`src/hpoc_defines.vh`:
```
// Constants shared by the port power and over-current control block.
// Assumes an 8-bit register port with 16-bit byte addresses and a 100 MHz core clock.
`ifndef HPOC_DEFINES_VH
`define HPOC_DEFINES_VH

// ----------------------------------------------------------------------------
// Bus widths and port count
// ----------------------------------------------------------------------------
`define HPOC_ADDR_W          16
`define HPOC_DATA_W          8
`define HPOC_NUM_PORTS       6

// ----------------------------------------------------------------------------
// Register addresses
// ----------------------------------------------------------------------------
`define HPOC_ADDR_LOCKOUT    16'h30e1
`define HPOC_ADDR_MIN_WIDTH  16'h30ea
`define HPOC_ADDR_INACTIVE   16'h30eb
`define HPOC_ADDR_POWER_REQ  16'h3100
`define HPOC_ADDR_OC_STATUS  16'h3101
`define HPOC_ADDR_MODE_CFG   16'h3102
`define HPOC_ADDR_BC_ENABLE  16'h3103
`define HPOC_ADDR_PWR_STATE  16'h3104

// ----------------------------------------------------------------------------
// Field layouts and reset values
// ----------------------------------------------------------------------------
`define HPOC_MIN_WIDTH_W     4
`define HPOC_TIMER_W         8
`define HPOC_GANG_BIT        0
`define HPOC_RST_LOCKOUT     8'h0a
`define HPOC_RST_MIN_WIDTH   4'h5
`define HPOC_RST_INACTIVE    8'h14
`define HPOC_RST_PORTS       6'h00
`define HPOC_RST_GANG        1'b0
`define HPOC_RD_IDLE         8'h00

// ----------------------------------------------------------------------------
// Timing: one millisecond step of every filter timer
// ----------------------------------------------------------------------------
`define HPOC_CLK_PERIOD_NS   10
`define HPOC_STEP_NS         1000000
`define HPOC_STEP_CYCLES     (`HPOC_STEP_NS / `HPOC_CLK_PERIOD_NS)
`define HPOC_STEP_CNT_W      17

`endif

```
`src/hpoc_ocs_filter.v`:
```
// Over-current sense filter for one control pin: lockout, single and double pulse.
// Assumes a one-cycle millisecond tick and a sense input synchronous to the clock.
`timescale 1ns/1ps
`default_nettype none
`include "hpoc_defines.vh"

module hpoc_ocs_filter #(
  parameter MW = `HPOC_MIN_WIDTH_W,
  parameter TW = `HPOC_TIMER_W
) (
  input  wire          clock,
  input  wire          rst_n,
  input  wire          msTick,
  input  wire          powerOn,
  input  wire          senseLow,
  input  wire [MW-1:0] minWidth,
  input  wire [TW-1:0] inactiveMs,
  input  wire [TW-1:0] lockoutMs,
  output wire          ocEvent,
  output wire          lockActive
);

  // --------------------------------------------------------------------------
  // State
  // --------------------------------------------------------------------------
  reg          powerOnDly_q;
  reg [TW-1:0] lockCnt_q;
  reg [MW-1:0] lowCnt_q;
  reg          lowDly_q;
  reg [TW-1:0] winCnt_q;
  reg          ocEvent_q;

  assign ocEvent    = ocEvent_q;
  assign lockActive = (lockCnt_q != {TW{1'b0}});

  // Power-on edge loads the lockout, then low samples are timed in ms steps.
  // A lone low group opens the rolling window; a new group inside it trips.
  always @(posedge clock) begin
    if (!rst_n) begin
      powerOnDly_q <= 1'b0;
      lockCnt_q    <= {TW{1'b0}};
      lowCnt_q     <= {MW{1'b0}};
      lowDly_q     <= 1'b0;
      winCnt_q     <= {TW{1'b0}};
      ocEvent_q    <= 1'b0;
    end else begin
      powerOnDly_q <= powerOn;
      ocEvent_q    <= 1'b0;
      if (!powerOn) begin
        lockCnt_q <= {TW{1'b0}};
        lowCnt_q  <= {MW{1'b0}};
        lowDly_q  <= 1'b0;
        winCnt_q  <= {TW{1'b0}};
      end else if (!powerOnDly_q) begin
        lockCnt_q <= lockoutMs;
        lowCnt_q  <= {MW{1'b0}};
        lowDly_q  <= 1'b0;
        winCnt_q  <= {TW{1'b0}};
      end else if (lockActive) begin
        // The pin is ignored while slow supply ramps settle.
        lowDly_q <= 1'b0;
        if (msTick) begin
          lockCnt_q <= lockCnt_q - 1'b1;
        end
      end else begin
        lowDly_q <= senseLow;
        if (senseLow) begin
          if (lowCnt_q >= minWidth) begin
            ocEvent_q <= 1'b1;
            lowCnt_q  <= {MW{1'b0}};
            winCnt_q  <= {TW{1'b0}};
          end else if (!lowDly_q && (winCnt_q != {TW{1'b0}})) begin
            ocEvent_q <= 1'b1;
            lowCnt_q  <= {MW{1'b0}};
            winCnt_q  <= {TW{1'b0}};
          end else if (msTick) begin
            lowCnt_q <= lowCnt_q + 1'b1;
          end
        end else begin
          lowCnt_q <= {MW{1'b0}};
          if (lowDly_q) begin
            winCnt_q <= inactiveMs;
          end else if (msTick && (winCnt_q != {TW{1'b0}})) begin
            winCnt_q <= winCnt_q - 1'b1;
          end
        end
      end
    end
  end

endmodule
`default_nettype wire

```
`src/hpoc_port_ctrl.v`:
```
// Downstream port power control and over-current sensing for a six-port hub.
// Assumes an 8-bit register port, a configuration-load strobe window from the
// serial management or one-time-memory loader, and an external switch or fuse.
//
// Operation
// - One pin per port for power and sense.
// - Ganged mode uses one shared pin for all.
// - Individual mode gives each port its pin.
// - Gang select only by configuration load.
// - Individual mode after reset by default.
// - Ganged over-current flags every port.
// - Power off drives the pin low.
// - Pull-up disabled while driving low.
// - Power on releases driver, enables pull-up.
// - Low on enabled pin means over-current.
// - Filter transient lows on the sense input.
// - Battery charging selectable per port.
// - Charger presence signalled per port pin.
// - Sample the pin continuously while enabled.
// - Long low pulse trips, 1 ms steps.
// - Two low groups in window trip.
// - Ignore pin for lockout after power on.
//
// Design decisions made here: strobed register access and the register addresses.
`timescale 1ns/1ps
`default_nettype none
`include "hpoc_defines.vh"

module hpoc_port_ctrl #(
  parameter NP         = `HPOC_NUM_PORTS,
  parameter STEP_CYCLES = `HPOC_STEP_CYCLES
) (
  input  wire                      clock,
  input  wire                      rst_n,
  input  wire [`HPOC_ADDR_W-1:0]   regAddr,
  input  wire [`HPOC_DATA_W-1:0]   regWrData,
  input  wire                      regWrEn,
  input  wire                      regRdEn,
  output wire [`HPOC_DATA_W-1:0]   regRdData,
  input  wire                      cfgLoadEn,
  input  wire [NP-1:0]             portCtlPinIn,
  output wire [NP-1:0]             portCtlPinOut,
  output wire [NP-1:0]             portCtlPinOe,
  output wire [NP-1:0]             portCtlPullUpEn,
  input  wire                      sharedPowerPinIn,
  output wire                      sharedPowerPinOut,
  output wire                      sharedPowerPinOe,
  output wire                      sharedPowerPullUpEn,
  output wire [NP-1:0]             ocFlags,
  output wire                      gangedMode
);

  // --------------------------------------------------------------------------
  // Millisecond step generator
  // --------------------------------------------------------------------------
  // One tick serves every filter, so all timers share the same step phase.
  // The first step after power-on can therefore be shorter than a full ms.
  // The step count is cut to the counter width on purpose; the count must fit.
  localparam integer                STEP_LAST_I = STEP_CYCLES - 1;
  localparam [`HPOC_STEP_CNT_W-1:0] STEP_LAST   = STEP_LAST_I[`HPOC_STEP_CNT_W-1:0];

  reg [`HPOC_STEP_CNT_W-1:0] stepCnt_q;
  reg                        msTick_q;

  always @(posedge clock) begin
    if (!rst_n) begin
      stepCnt_q <= {`HPOC_STEP_CNT_W{1'b0}};
      msTick_q  <= 1'b0;
    end else if (stepCnt_q == STEP_LAST) begin
      stepCnt_q <= {`HPOC_STEP_CNT_W{1'b0}};
      msTick_q  <= 1'b1;
    end else begin
      stepCnt_q <= stepCnt_q + 1'b1;
      msTick_q  <= 1'b0;
    end
  end

  // --------------------------------------------------------------------------
  // Register state
  // --------------------------------------------------------------------------
  reg [`HPOC_TIMER_W-1:0]     lockoutMs_q;
  reg [`HPOC_MIN_WIDTH_W-1:0] minWidth_q;
  reg [`HPOC_TIMER_W-1:0]     inactiveMs_q;
  reg [NP-1:0]                powerReq_q;
  reg [NP-1:0]                bcEnable_q;
  reg                         gang_q;
  reg [NP-1:0]                ocFlag_q;
  reg [NP-1:0]                ocFlag_d;
  reg [`HPOC_DATA_W-1:0]      rdData_q;
  reg [`HPOC_DATA_W-1:0]      rdData_d;

  // Decoded write strobes, one per register except the read-only power state.
  wire wrLockout  = regWrEn && (regAddr == `HPOC_ADDR_LOCKOUT);
  wire wrMinWidth = regWrEn && (regAddr == `HPOC_ADDR_MIN_WIDTH);
  wire wrInactive = regWrEn && (regAddr == `HPOC_ADDR_INACTIVE);
  wire wrPowerReq = regWrEn && (regAddr == `HPOC_ADDR_POWER_REQ);
  wire wrOcStatus = regWrEn && (regAddr == `HPOC_ADDR_OC_STATUS);
  wire wrModeCfg  = regWrEn && (regAddr == `HPOC_ADDR_MODE_CFG);
  wire wrBcEnable = regWrEn && (regAddr == `HPOC_ADDR_BC_ENABLE);

  // Writable registers. The mode bit only moves inside the configuration
  // load window, so runtime software cannot flip the pin topology under load.
  always @(posedge clock) begin
    if (!rst_n) begin
      lockoutMs_q  <= `HPOC_RST_LOCKOUT;
      minWidth_q   <= `HPOC_RST_MIN_WIDTH;
      inactiveMs_q <= `HPOC_RST_INACTIVE;
      powerReq_q   <= `HPOC_RST_PORTS;
      bcEnable_q   <= `HPOC_RST_PORTS;
      gang_q       <= `HPOC_RST_GANG;
    end else begin
      if (wrLockout) begin
        lockoutMs_q <= regWrData;
      end
      if (wrMinWidth) begin
        minWidth_q <= regWrData[`HPOC_MIN_WIDTH_W-1:0];
      end
      if (wrInactive) begin
        inactiveMs_q <= regWrData;
      end
      if (wrPowerReq) begin
        powerReq_q <= regWrData[NP-1:0];
      end
      if (wrBcEnable) begin
        bcEnable_q <= regWrData[NP-1:0];
      end
      if (wrModeCfg && cfgLoadEn) begin
        gang_q <= regWrData[`HPOC_GANG_BIT];
      end
    end
  end

  // --------------------------------------------------------------------------
  // Power decision
  // --------------------------------------------------------------------------
  // A charging port keeps its supply switched on so the external charger
  // stays presented on that pin even when the host has not asked for power.
  wire [NP-1:0] portWant  = powerReq_q | bcEnable_q;
  wire          anyWant   = |portWant;
  wire [NP-1:0] indivOn   = gang_q ? {NP{1'b0}} : portWant;
  wire          sharedOn  = gang_q && anyWant;

  // Registered pin controls. The output value is always low; only the
  // enable moves, which gives the open-drain behaviour on the wire.
  reg [NP-1:0] pinOe_q;
  reg [NP-1:0] pinPull_q;
  reg [NP-1:0] portOn_q;
  reg          shOe_q;
  reg          shPull_q;
  reg          shOn_q;

  always @(posedge clock) begin
    if (!rst_n) begin
      pinOe_q   <= {NP{1'b1}};
      pinPull_q <= {NP{1'b0}};
      portOn_q  <= {NP{1'b0}};
      shOe_q    <= 1'b0;
      shPull_q  <= 1'b0;
      shOn_q    <= 1'b0;
    end else begin
      // Unused port pins are parked, neither driven nor pulled, in ganged mode.
      pinOe_q   <= gang_q ? {NP{1'b0}} : ~indivOn;
      pinPull_q <= indivOn;
      portOn_q  <= indivOn;
      shOe_q    <= gang_q && !sharedOn;
      shPull_q  <= sharedOn;
      shOn_q    <= sharedOn;
    end
  end

  assign portCtlPinOut       = {NP{1'b0}};
  assign portCtlPinOe        = pinOe_q;
  assign portCtlPullUpEn     = pinPull_q;
  assign sharedPowerPinOut   = 1'b0;
  assign sharedPowerPinOe    = shOe_q;
  assign sharedPowerPullUpEn = shPull_q;
  assign gangedMode          = gang_q;

  // --------------------------------------------------------------------------
  // Over-current filters
  // --------------------------------------------------------------------------
  // A low pin while released can only come from the switch or fuse pulling
  // it down, since our own driver is off at that time.
  // The lockout state of each filter is not mapped, so it is left open.
  wire [NP-1:0] portEvt;
  wire          sharedEvt;

  genvar gi;
  generate
    for (gi = 0; gi < NP; gi = gi + 1) begin : gPort
      hpoc_ocs_filter #(
        .MW (`HPOC_MIN_WIDTH_W),
        .TW (`HPOC_TIMER_W)
      ) uFilt (
        .clock      (clock),
        .rst_n      (rst_n),
        .msTick     (msTick_q),
        .powerOn    (portOn_q[gi]),
        .senseLow   (~portCtlPinIn[gi]),
        .minWidth   (minWidth_q),
        .inactiveMs (inactiveMs_q),
        .lockoutMs  (lockoutMs_q),
        .ocEvent    (portEvt[gi]),
        .lockActive ()
      );
    end
  endgenerate

  hpoc_ocs_filter #(
    .MW (`HPOC_MIN_WIDTH_W),
    .TW (`HPOC_TIMER_W)
  ) uSharedFilt (
    .clock      (clock),
    .rst_n      (rst_n),
    .msTick     (msTick_q),
    .powerOn    (shOn_q),
    .senseLow   (~sharedPowerPinIn),
    .minWidth   (minWidth_q),
    .inactiveMs (inactiveMs_q),
    .lockoutMs  (lockoutMs_q),
    .ocEvent    (sharedEvt),
    .lockActive ()
  );

  // --------------------------------------------------------------------------
  // Over-current status
  // --------------------------------------------------------------------------
  // Sticky flags, cleared by writing ones. A detection in the same cycle as
  // the clear wins, so no event is lost to a racing software clear.
  wire [NP-1:0] ocSet = gang_q ? {NP{sharedEvt}} : portEvt;
  wire [NP-1:0] ocClr = wrOcStatus ? regWrData[NP-1:0] : {NP{1'b0}};

  always @* begin
    ocFlag_d = (ocFlag_q & ~ocClr) | ocSet;
  end

  always @(posedge clock) begin
    if (!rst_n) begin
      ocFlag_q <= `HPOC_RST_PORTS;
    end else begin
      ocFlag_q <= ocFlag_d;
    end
  end

  assign ocFlags = ocFlag_q;

  // --------------------------------------------------------------------------
  // Read path
  // --------------------------------------------------------------------------
  // Reserved and unmapped bits read as zero. Data is registered and valid in
  // the cycle after the read strobe only; it returns to zero afterwards.
  wire [`HPOC_DATA_W-1:0] pwrState = {1'b0, shOn_q, portOn_q};

  always @* begin
    rdData_d = `HPOC_RD_IDLE;
    if (regRdEn) begin
      if (regAddr == `HPOC_ADDR_LOCKOUT) begin
        rdData_d = lockoutMs_q;
      end else if (regAddr == `HPOC_ADDR_MIN_WIDTH) begin
        rdData_d = {{(`HPOC_DATA_W-`HPOC_MIN_WIDTH_W){1'b0}}, minWidth_q};
      end else if (regAddr == `HPOC_ADDR_INACTIVE) begin
        rdData_d = inactiveMs_q;
      end else if (regAddr == `HPOC_ADDR_POWER_REQ) begin
        rdData_d = {{(`HPOC_DATA_W-NP){1'b0}}, powerReq_q};
      end else if (regAddr == `HPOC_ADDR_OC_STATUS) begin
        rdData_d = {{(`HPOC_DATA_W-NP){1'b0}}, ocFlag_q};
      end else if (regAddr == `HPOC_ADDR_MODE_CFG) begin
        rdData_d = {{(`HPOC_DATA_W-1){1'b0}}, gang_q};
      end else if (regAddr == `HPOC_ADDR_BC_ENABLE) begin
        rdData_d = {{(`HPOC_DATA_W-NP){1'b0}}, bcEnable_q};
      end else if (regAddr == `HPOC_ADDR_PWR_STATE) begin
        rdData_d = pwrState;
      end else begin
        rdData_d = `HPOC_RD_IDLE;
      end
    end
  end

  always @(posedge clock) begin
    if (!rst_n) begin
      rdData_q <= `HPOC_RD_IDLE;
    end else begin
      rdData_q <= rdData_d;
    end
  end

  assign regRdData = rdData_q;

endmodule
`default_nettype wire

```
`config.mk`:
```
export PLATFORM = sky130hd
export DESIGN_NAME = hpoc_port_ctrl
export DESIGN_NICKNAME = d
export VERILOG_FILES = /design/src/hpoc_ocs_filter.v /design/src/hpoc_port_ctrl.v
export VERILOG_INCLUDE_DIRS = /design/src
export SDC_FILE = /design/constraint.sdc
export NUM_CORES = 1
export LEC_CHECK = 0
export BUFFER_PORTS_ARGS = -buffer_cell sky130_fd_sc_hd__buf_4
export CAP_MARGIN = 30
export CORE_MARGIN = 1
export CORE_UTILIZATION = 44
export DETAILED_ROUTE_END_ITERATION = 12
export PLACE_DENSITY = 0.59
export SLEW_MARGIN = 10
export SYNTH_ARGS = -nofsm -noshare
export SYNTH_HDL_FRONTEND = slang
export SYNTH_HIERARCHICAL = 1
export SYNTH_SLANG_ARGS = --single-unit
```
`constraint.sdc`:
```
create_clock -name clock -period 4 [get_ports clock]
set_input_delay 0.2 -clock clock [delete_from_list [all_inputs] [get_ports clock]]
set_output_delay 0.2 -clock clock [all_outputs]
set_load 0.005 [all_outputs]
```
==> reports/results.tsv, run 1 <==
stage	metric	value	unit
critical_path	CP peak stage delay	0.68	ns
sta	TNS Setup	0	ns
sta	FMAX	370.6	MHz
critical_path	CP endpoint kind	flop	
cts	number of cells upsized or downsized after cts	0	
pwr	Lkg Pwr	5.711	nW
cts	insertion delay to the later sink of the worst-skew pair	0.54	ns
pwr	VDD IR max	290.1	uV
sta	RSZ-0062 raised after global routing	false	
synth	Post-Syn Area	13340	um^2
synth	Synth Instances	1655	
cts	CTS tree	built	
cts	Post CTS Setup Buffer Count	0	
job	maxcap violations	0	
critical_path	WS Path Type	flop to flop	
die	Die Wd	176.1	um
final_layout	commonest non-fill, non-tap cell in the layout	dfxtp_1	
min_path	Hold Path Depth	3	
die	top-level port count	72	
place	hpwl dp	25.32	mm
detailed_routing	Total Wirelength	37.93	mm
detailed_routing	initial drt markers	1281	
critical_path	critical-path cell list	inv_1, ha_1, o211ai_1, a21oi_1, nor3_1, clkbuf_2, nor3_1, o221a_2	
critical_path	CP max-delay cell	dfxtp_1	
synth	post-synth top area cell	dfxtp_1	
detailed_routing	DR vias/cell	5.761	
die	FP Rows	63	
pwr	Internal Power	0.004117	W
sta	clock skew	0.01484	ns
pwr	Gate power share	3.0	%
die	DIE AREA	31030	um^2
sta	final setup fails	0	
final_layout	diodes inserted	0	
grt	vias in the first global route	11020	
sta	Final Hold Violating Endpoints	0	
die	initial core utilization	44.90	%
place	dpl cell area	14030	um^2
sta	minimum clock period	2.698	ns
synth	Post-synth EDFFs	0	
cts	Root Driver	clkbuf_16	
grt	first-pass GRT wire length	60.10	mm
grt	largest net degree at the start of global routing	77	
grt	grt total ovfl	0	
final_layout	most frequent cells in the layout	dfxtp_1, nor2_1, nand2_1, a21oi_1, o21ai_0	
cts	CTS H-Tree Depth	1	
synth	Syn Area/Cell	8.062	um^2
cts	total clock sinks	240	
detailed_routing	DRC	0	
synth	sequential area share after synthesis	36.01	%
pwr	Power Density	346.2	nW/um^2
pwr	Clock power frac	51.2	%
final_layout	Finished Cell Area	15110	um^2
critical_path	Most common cell on crit path	nor3_1	
synth	Synth area leaders	dfxtp_1, ha_1, a21oi_1	
critical_path	crit path launch type	flop	
pwr	Psw	0.001114	W
critical_path	WP data required	4.43	ns
place	I/O Buffers	64	
pwr	sequential power share	45.8	%
sta	Final Slew Violations	0	
detailed_routing	router iterations before antenna repair	5	
sta	Worst Max-Slew Pin Slew	0.9647	ns
critical_path	FF-to-FF path depth	8	
grt	initial antenna violation count	0	
detailed_routing	wire length per cell	18.06	um
critical_path	CP top delay family	flip-flops	
die	core footprint	29720	um^2
detailed_routing	via count of the routed design	12100	
final_layout	fraction of final layout cells sized beyond drive strength 1	10.06	%
cts	Reg clk slew, reported paths	0.06	ns
synth	async set-reset flop share out of synthesis	0	%
final_layout	Area Overhead vs Synth	13.22	%
place	Placer Congestion	0.8302	
synth	yosys warns	6	
cts	Num CTS Buffers	27	
synth	Yosys reg bits	240	
critical_path	Stages on worst setup path	8	
synth	leading register cell type out of synthesis	dfxtp_1	
synth	top cell type's share of synthesized area	36.01	%
detailed_routing	Final ANT Viol Nets	0	
pwr	Switching Share	21.30	%
synth	Unique masters post-synth	65	
min_path	type of the tightest min-delay check	primary input to flop	
final_layout	NumNets Final	1791	
critical_path	Worst Path Max Fanout	9	
cts	Clock Tree Buf Depth	3	
sta	part of the cycle the worst path needs	67.46	%
critical_path	Data arrival, critical path	3.13	ns
sta	Worst slew margin	35.55	%
die	Die Span Y	176.1	um
sta	Hold Slack	0.04189	ns
grt	GRT Total Usage	24.28	%
status	outcome	complete, no violations	
critical_path	WP buf/inv	2	
sequential cells by signal (all words and copies together) (netlist names), 4 cells and up:
signal,flops
gPort.uFilt/powerOnDly_q,6
gPort.uFilt/ocEvent,6
gPort.uFilt/lockCnt_q,48
regRdData,8
minWidth_q,4
uSharedFilt/lowCnt_q,4
powerReq_q,6
uSharedFilt/lockCnt_q,8
portCtlPinOe,6
ocFlags,6
gPort.uFilt/lowDly_q,6
portOn_q,6
lockoutMs_q,8
gPort.uFilt/winCnt_q,48
bcEnable_q,6
uSharedFilt/winCnt_q,8
inactiveMs_q,8
gPort.uFilt/lowCnt_q,24
stepCnt_q,17
Yosys cell counts, types with 8 or more instances:
cell type / number
dfxtp_1: 240
nor2_1: 155
nand2_1: 152
a21oi_1: 120
o21ai_0: 94
inv_1: 90
nand3_1: 81
nor3_1: 66
clkbuf_1: 64
ha_1: 64
xor2_1: 58
a211oi_1: 42
nor3b_1: 29
xnor2_1: 26
nand4_1: 25
nor2b_1: 25
nor4_1: 25
a21boi_0: 19
and3_1: 18
mux2i_1: 17
a32o_1: 15
nand2b_1: 15
o211ai_1: 15
or3_1: 15
o31ai_1: 13
and2_1: 10
buf_2: 10
a211o_1: 9
buf_4: 8
nand4b_1: 8
or4_4: 8
or4b_2: 8
layer usage:
| metal | share of wire [%] | GRT usage, % | up-vias |
|---|---|---|---|
| li1 | - | - | 6008 |
| met1 | 46 | 33.18 | 5694 |
| met2 | 46 | 39.30 | 332 |
| met3 | 5.3 | 3.015 | 64 |
| met4 | 3.1 | 8.333 | 0 |
| met5 | 0 | 0 | - |
per-stage QoR:
| stage | power [W] | std cells | utilization (%) | setup slack [ns] |
|---|---|---|---|---|
| final | 0.005231 | 2100 | 50.84 | 1.302 |
| after global routing | 0.005403 | 2100 | 50.84 | 1.144 |
| after CTS | 0.005289 | 2094 | 50.73 | 1.157 |
| after detailed placement | 0.002594 | 2037 | 47.20 | 1.179 |
| after global placement | 0.002593 | 2037 | 47.20 | 1.297 |
| after floorplan | 0.002539 | 1661 | - | 2.085 |
repair_timing:
action,CTS,global route
endpoints found under the hold margin,33,0
hold buffers,9,0
endpoints found under the setup margin,0,0
cell type report:
type / instances / area, um^2
clock inverters: 11 / 187.7
well taps: 390 / 488.0
clock buffers: 37 / 773.2
repair buffers: 86 / 653.1
multi-input cells: 1246 / 7861
flip-flops and latches: 240 / 4806
fillers: 2786 / 14610
inverters: 90 / 337.8
worst register-to-register path: stages, from the launching register on:
cell      delay, ns
dfxtp_1        0.68
inv_1          0.10
ha_1           0.31
o211ai_1       0.17
a21oi_1        0.09
nor3_1         0.59
clkbuf_2       0.28
nor3_1         0.08
o221a_2        0.29
logic make-up (layout without fill, tap and decap cells):
group | count (synthesis) | after routing | share of synthesized area (%)
AOI/OAI and AO/OA | 401 | 401 | 19.65
xor gates and xnor gates | 84 | 84 | 5.514
adders and majority gates | 64 | 64 | 6.002
buffers and inverters | 175 | 224 | 5.242
DFF | 240 | 240 | 36.01
muxes | 18 | 18 | 1.360
other | 1 | 7 | 0.02811
and+or+nand+nor | 672 | 672 | 26.20
final timing paths:
path,startpoint,endpoint,slack [ns]
worst max-delay path,minWidth_q[1]$_SDFFE_PN0P_,gPort[3].uFilt/winCnt_q[3]$_SDFFE_PN0P_,1.30
worst min-delay path,regWrEn,lockoutMs_q[1]$_SDFFE_PN1P_,0.04
worst max register to register,minWidth_q[1]$_SDFFE_PN0P_,gPort[3].uFilt/winCnt_q[3]$_SDFFE_PN0P_,1.30
worst min register to register,stepCnt_q[0]$_SDFF_PP0_,stepCnt_q[0]$_SDFF_PP0_,0.48
power groups by stage:
| stage | Clock [W] | Sequential (W) | Combinational, W |
|---|---|---|---|
| after CTS | 0.00274 | 0.00240 | 0.000153 |
| after global placement | 0 | 0.00245 | 0.000144 |
| final | 0.00268 | 0.00240 | 0.000158 |
| after floorplan | 0 | 0.00245 | 0.0000916 |
| after global routing | 0.00284 | 0.00239 | 0.000171 |
| after detailed placement | 0 | 0.00245 | 0.000146 |
Note: power is estimated with default switching activity, not from simulation.
==> run 2: changes to the inputs <==
Settings changed: ABC_AREA from default to 1, PLACE_DENSITY 0.59 to 0.61.
Clock period 4 ns to 2.3 ns, I/O delays scaled along.
==> run 2 against run 1 <==
Net effect:
- sequential power rose by 74%
- global-route usage fell by 0.083 points
- total power rose by 82%
- combinational power is 140% higher
- first-iteration DRC count decreased by 16%
- via count rose by 18%
- sequential cell count did not move
- non-clock buffer count rose by 36
- worst hold slack improved by 0.011 ns
- critical path type unchanged
- critical path depth increased by 5
- design area up 12%
- final cell count increased by 35%
==> reports/results.tsv, run 2 <==
stage	metric	value	unit	change
final_layout	Regs by FF count	gPort.uFilt/lockCnt_q: 48 flops, gPort.uFilt/winCnt_q: 48 flops, gPort.uFilt/lowCnt_q: 24 flops		
synth	post-synth top area cell	dfxtp_1		
die	Die Wd	183.9	um	+4.4%
final_layout	NumNets Final	2473		+38%
synth	Synth Instances	2255		+36%
pwr	Internal Power	0.007431	W	+81%
synth	Post-Synth Simple-Gate Area	34.59	%	+8.4 points
final_layout	most frequent cells in the layout	nand2_1, nor2_1, inv_1, dfxtp_1, o21ai_0		
critical_path	WS Path Type	flop to flop		
die	initial core utilization	44.77	%	-0.13 points
sta	minimum clock period	1.930	ns	-0.7685 ns
grt	GRT Total Usage	24.20	%	-0.083 points
sta	Worst Max-Slew Pin Slew	0.8686	ns	-0.09609 ns
sta	FMAX	518.2	MHz	+40%
final_layout	diodes inserted	0		unchanged
grt	vias in the first global route	13060		+18%
sta	clock skew	0.008414	ns	-0.006426 ns
synth	Synth Area in Adders	5.498	%	-0.50 points
critical_path	crit path launch type	flop		
die	Die Span Y	183.9	um	+4.4%
pwr	Lkg Pwr	8.274	nW	+45%
synth	async set-reset flop share out of synthesis	0	%	unchanged
cts	insertion delay to the later sink of the worst-skew pair	0.55	ns	about the same
final_layout	non-filler cells, final	2836		+35%
critical_path	critical-path cell list	buf_4, inv_1, ha_1, nand2_1, inv_1, nand2_1, nand3_1, inv_1, nand3_1, nand2_1, nand2_1, nand2_1, nor2_1		
synth	Yosys reg bits	240		unchanged
sta	final setup fails	0		unchanged
synth	Synth area leaders	dfxtp_1, nand2_1, nor2_1		
pwr	Clock power frac	52.3	%	+1.1 points
cts	number of cells upsized or downsized after cts	0		unchanged
cts	Post CTS Setup Buffer Count	0		unchanged
die	DIE AREA	33830	um^2	+9.1%
sta	part of the cycle the worst path needs	83.90	%	+16 points
detailed_routing	via count of the routed design	14230		+18%
synth	post-synthesis xor/xnor area fraction	2.165	%	-3.3 points
final_layout	commonest non-fill, non-tap cell in the layout	nand2_1		
sta	Worst slew margin	42.03	%	+6.5 points
critical_path	Worst Path Max Fanout	7		-2
synth	mux cell area share after synthesis	0.4811	%	-0.88 points
sta	TNS Setup	0	ns	unchanged
sta	RSZ-0062 raised after global routing	false		
cts	total clock sinks	240		unchanged
synth	Unique masters post-synth	44		-32%
synth	Synth top cells by count	nand2_1, nor2_1, inv_1, dfxtp_1, o21ai_0		
critical_path	WP buf/inv	4		+2
status	outcome	complete, no violations		
grt	largest net degree at the start of global routing	23		-70%
critical_path	Most common cell on crit path	nand2_1		
sta	Hold Slack	0.05335	ns	+0.01147 ns
pwr	sequential power share	43.7	%	-2.1 points
critical_path	CP peak stage delay	0.35	ns	-0.33 ns
synth	Post-Syn Area	14570	um^2	+9.2%
detailed_routing	Final ANT Viol Nets	0		unchanged
cts	CTS H-Tree Depth	1		unchanged
critical_path	CP endpoint kind	flop		
grt	first-pass GRT wire length	65.47	mm	+8.9%
grt	initial antenna violation count	2		+2
cts	Root Driver	clkbuf_16		
grt	grt total ovfl	0		unchanged
pwr	Psw	0.002096	W	+88%
synth	yosys warns	6		unchanged
final_layout	fraction of final layout cells sized beyond drive strength 1	11.07	%	+1.0 points
place	Placed Instances	2769		+36%
min_path	type of the tightest min-delay check	primary input to flop		
detailed_routing	Total Wirelength	40.88	mm	+7.8%
sta	Final Slew Violations	0		unchanged
synth	sequential area share after synthesis	32.99	%	-3.0 points
detailed_routing	DRC	0		unchanged
synth	count leader, synth	nand2_1		
sta	Final Hold Violating Endpoints	0		unchanged
final_layout	Area Overhead vs Synth	16.18	%	
pwr	Gate power share	4.0	%	+1.0 points
synth	leading register cell type out of synthesis	dfxtp_1		
die	top-level port count	72		unchanged
synth	main combinational cell family by area after synthesis	simple AND/OR/NAND/NOR gates		
critical_path	CP max-delay cell	dfxtp_1		
detailed_routing	initial drt markers	1071		-16%
detailed_routing	DR vias/cell	5.016		-13%
pwr	Power Density	563.0	nW/um^2	+63%
cts	Num CTS Buffers	28		+3.7%
critical_path	Data arrival, critical path	2.36	ns	-0.77 ns
synth	compound-cell area share of the yosys netlist	13.70	%	-5.9 points
synth	top cell type's share of synthesized area	32.99	%	-3.0 points
cts	Reg clk slew, reported paths	0.06	ns	about the same
critical_path	WP data required	2.73	ns	-1.70 ns
place	I/O Buffers	64		unchanged
synth	Syn Area/Cell	6.459	um^2	-20%
die	FP Rows	66		+4.8%
die	core footprint	32540	um^2	+9.5%
cts	Clock Tree Buf Depth	3		unchanged
job	maxcap violations	0		unchanged
pwr	VDD IR max	510.2	uV	+76%
synth	Post-synth EDFFs	0		unchanged
cts	CTS tree	built		
pwr	Switching Share	22.00	%	+0.70 points
detailed_routing	router iterations before antenna repair	5		unchanged
critical_path	CP top delay family	simple AND/OR/NAND/NOR gates		
detailed_routing	wire length per cell	14.41	um	-20%
place	hpwl dp	29.82	mm	+18%
place	Placer Congestion	0.8754		+5.4%
-- run 2: cell types whose count changed after synthesis, sizes merged, moves of 22 or more --
cell    delta
nand3     +39
xnor2     -26
nor4      -23
xor2      -22
nor2     +226
inv      +262
nand2    +416
nor2b     -25
nor3      -42
o21ai     +64
clkbuf    -43
nor3b     -24
-- run 2: per-stage QoR --
stage	area [um^2]	util (%)	setup slack (ns)	power, W
floorplan	14590	-	0.6690	0.004504
global placement	15720	48.32	0.4250	0.004618
detailed placement	15720	48.32	0.3856	0.004620
CTS	16920	52.01	0.3555	0.009635
global route	16920	52.01	0.1399	0.009833
finish	16920	52.01	0.3703	0.009527
-- run 2: area by class of cell --
class | count | area [um^2]
Fill cell | 3300 | 15620
Sequential cell | 240 | 4805
Multi-Input combinational cell | 1629 | 8247
Clock buffer | 37 | 805.8
Timing Repair Buffer | 122 | 955.9
Clock inverter | 14 | 234.0
Inverter | 352 | 1321
Tap cell | 442 | 553.0
-- run 2: path summary, 6_finish.rpt --
kind | start | end | slack (ns) | depth (start not counted)
min | portCtlPinIn[2] | gPort[2].uFilt/lowDly_q$_SDFF_PP0_ | 0.05 | 4
max reg2reg | minWidth_q[2]$_SDFFE_PN1P_ | gPort[4].uFilt/winCnt_q[3]$_SDFFE_PN0P_ | 0.37 | 13
min reg2reg | stepCnt_q[0]$_SDFF_PP0_ | stepCnt_q[0]$_SDFF_PP0_ | 0.46 | 1
max | minWidth_q[2]$_SDFFE_PN1P_ | gPort[4].uFilt/winCnt_q[3]$_SDFFE_PN0P_ | 0.37 | 13
-- run 2: metal layers --
| layer | wire length (um) | vias to the layer above | track usage [%] | part of all wire, % |
|---|---|---|---|---|
| li1 | - | 7385 | - | - |
| met1 | 19300 | 6427 | 32.00 | 47 |
| met2 | 18030 | 331 | 39.85 | 44 |
| met3 | 2041 | 82 | 3.288 | 5.0 |
| met4 | 1509 | 0 | 9.167 | 3.7 |
| met5 | 0 | - | 0 | 0 |
-- run 2: power by group through the flow --
stage               registers, W  clock network (W)  logic [W]
floorplan                0.00426                  0   0.000247
global placement         0.00426                  0   0.000361
detailed placement       0.00426                  0   0.000363
CTS                      0.00416            0.00509   0.000382
global route             0.00416            0.00524   0.000435
finish                   0.00417            0.00498   0.000384
-- run 2: repair_timing --
action	4_1_cts	5_1_grt
endpoints found under the setup margin	0	0
hold buffers	16	0
endpoints found under the hold margin	41	0
-- run 2: kinds of logic (layout without fill, tap and decap cells) --
logic type | Yosys count | count (layout)
AND/OR/NAND/NOR | 1156 | 1156
adder cells (fa/ha/maj) | 64 | 64
flip-flops | 240 | 240
AO/OA/AOI/OAI | 359 | 359
XOR/XNOR | 36 | 36
buffers and inverters | 392 | 525
multiplexers | 7 | 7
other | 1 | 7
-- run 2: worst reg2reg max path, delay by kind of cell, from the launching register on --
family / cells / cell delay (ns)
AND/OR/NAND/NOR: 8 / 0.76
flip-flops: 1 / 0.35
buffers and inverters: 4 / 0.41
adder cells (fa/ha/maj): 1 / 0.30
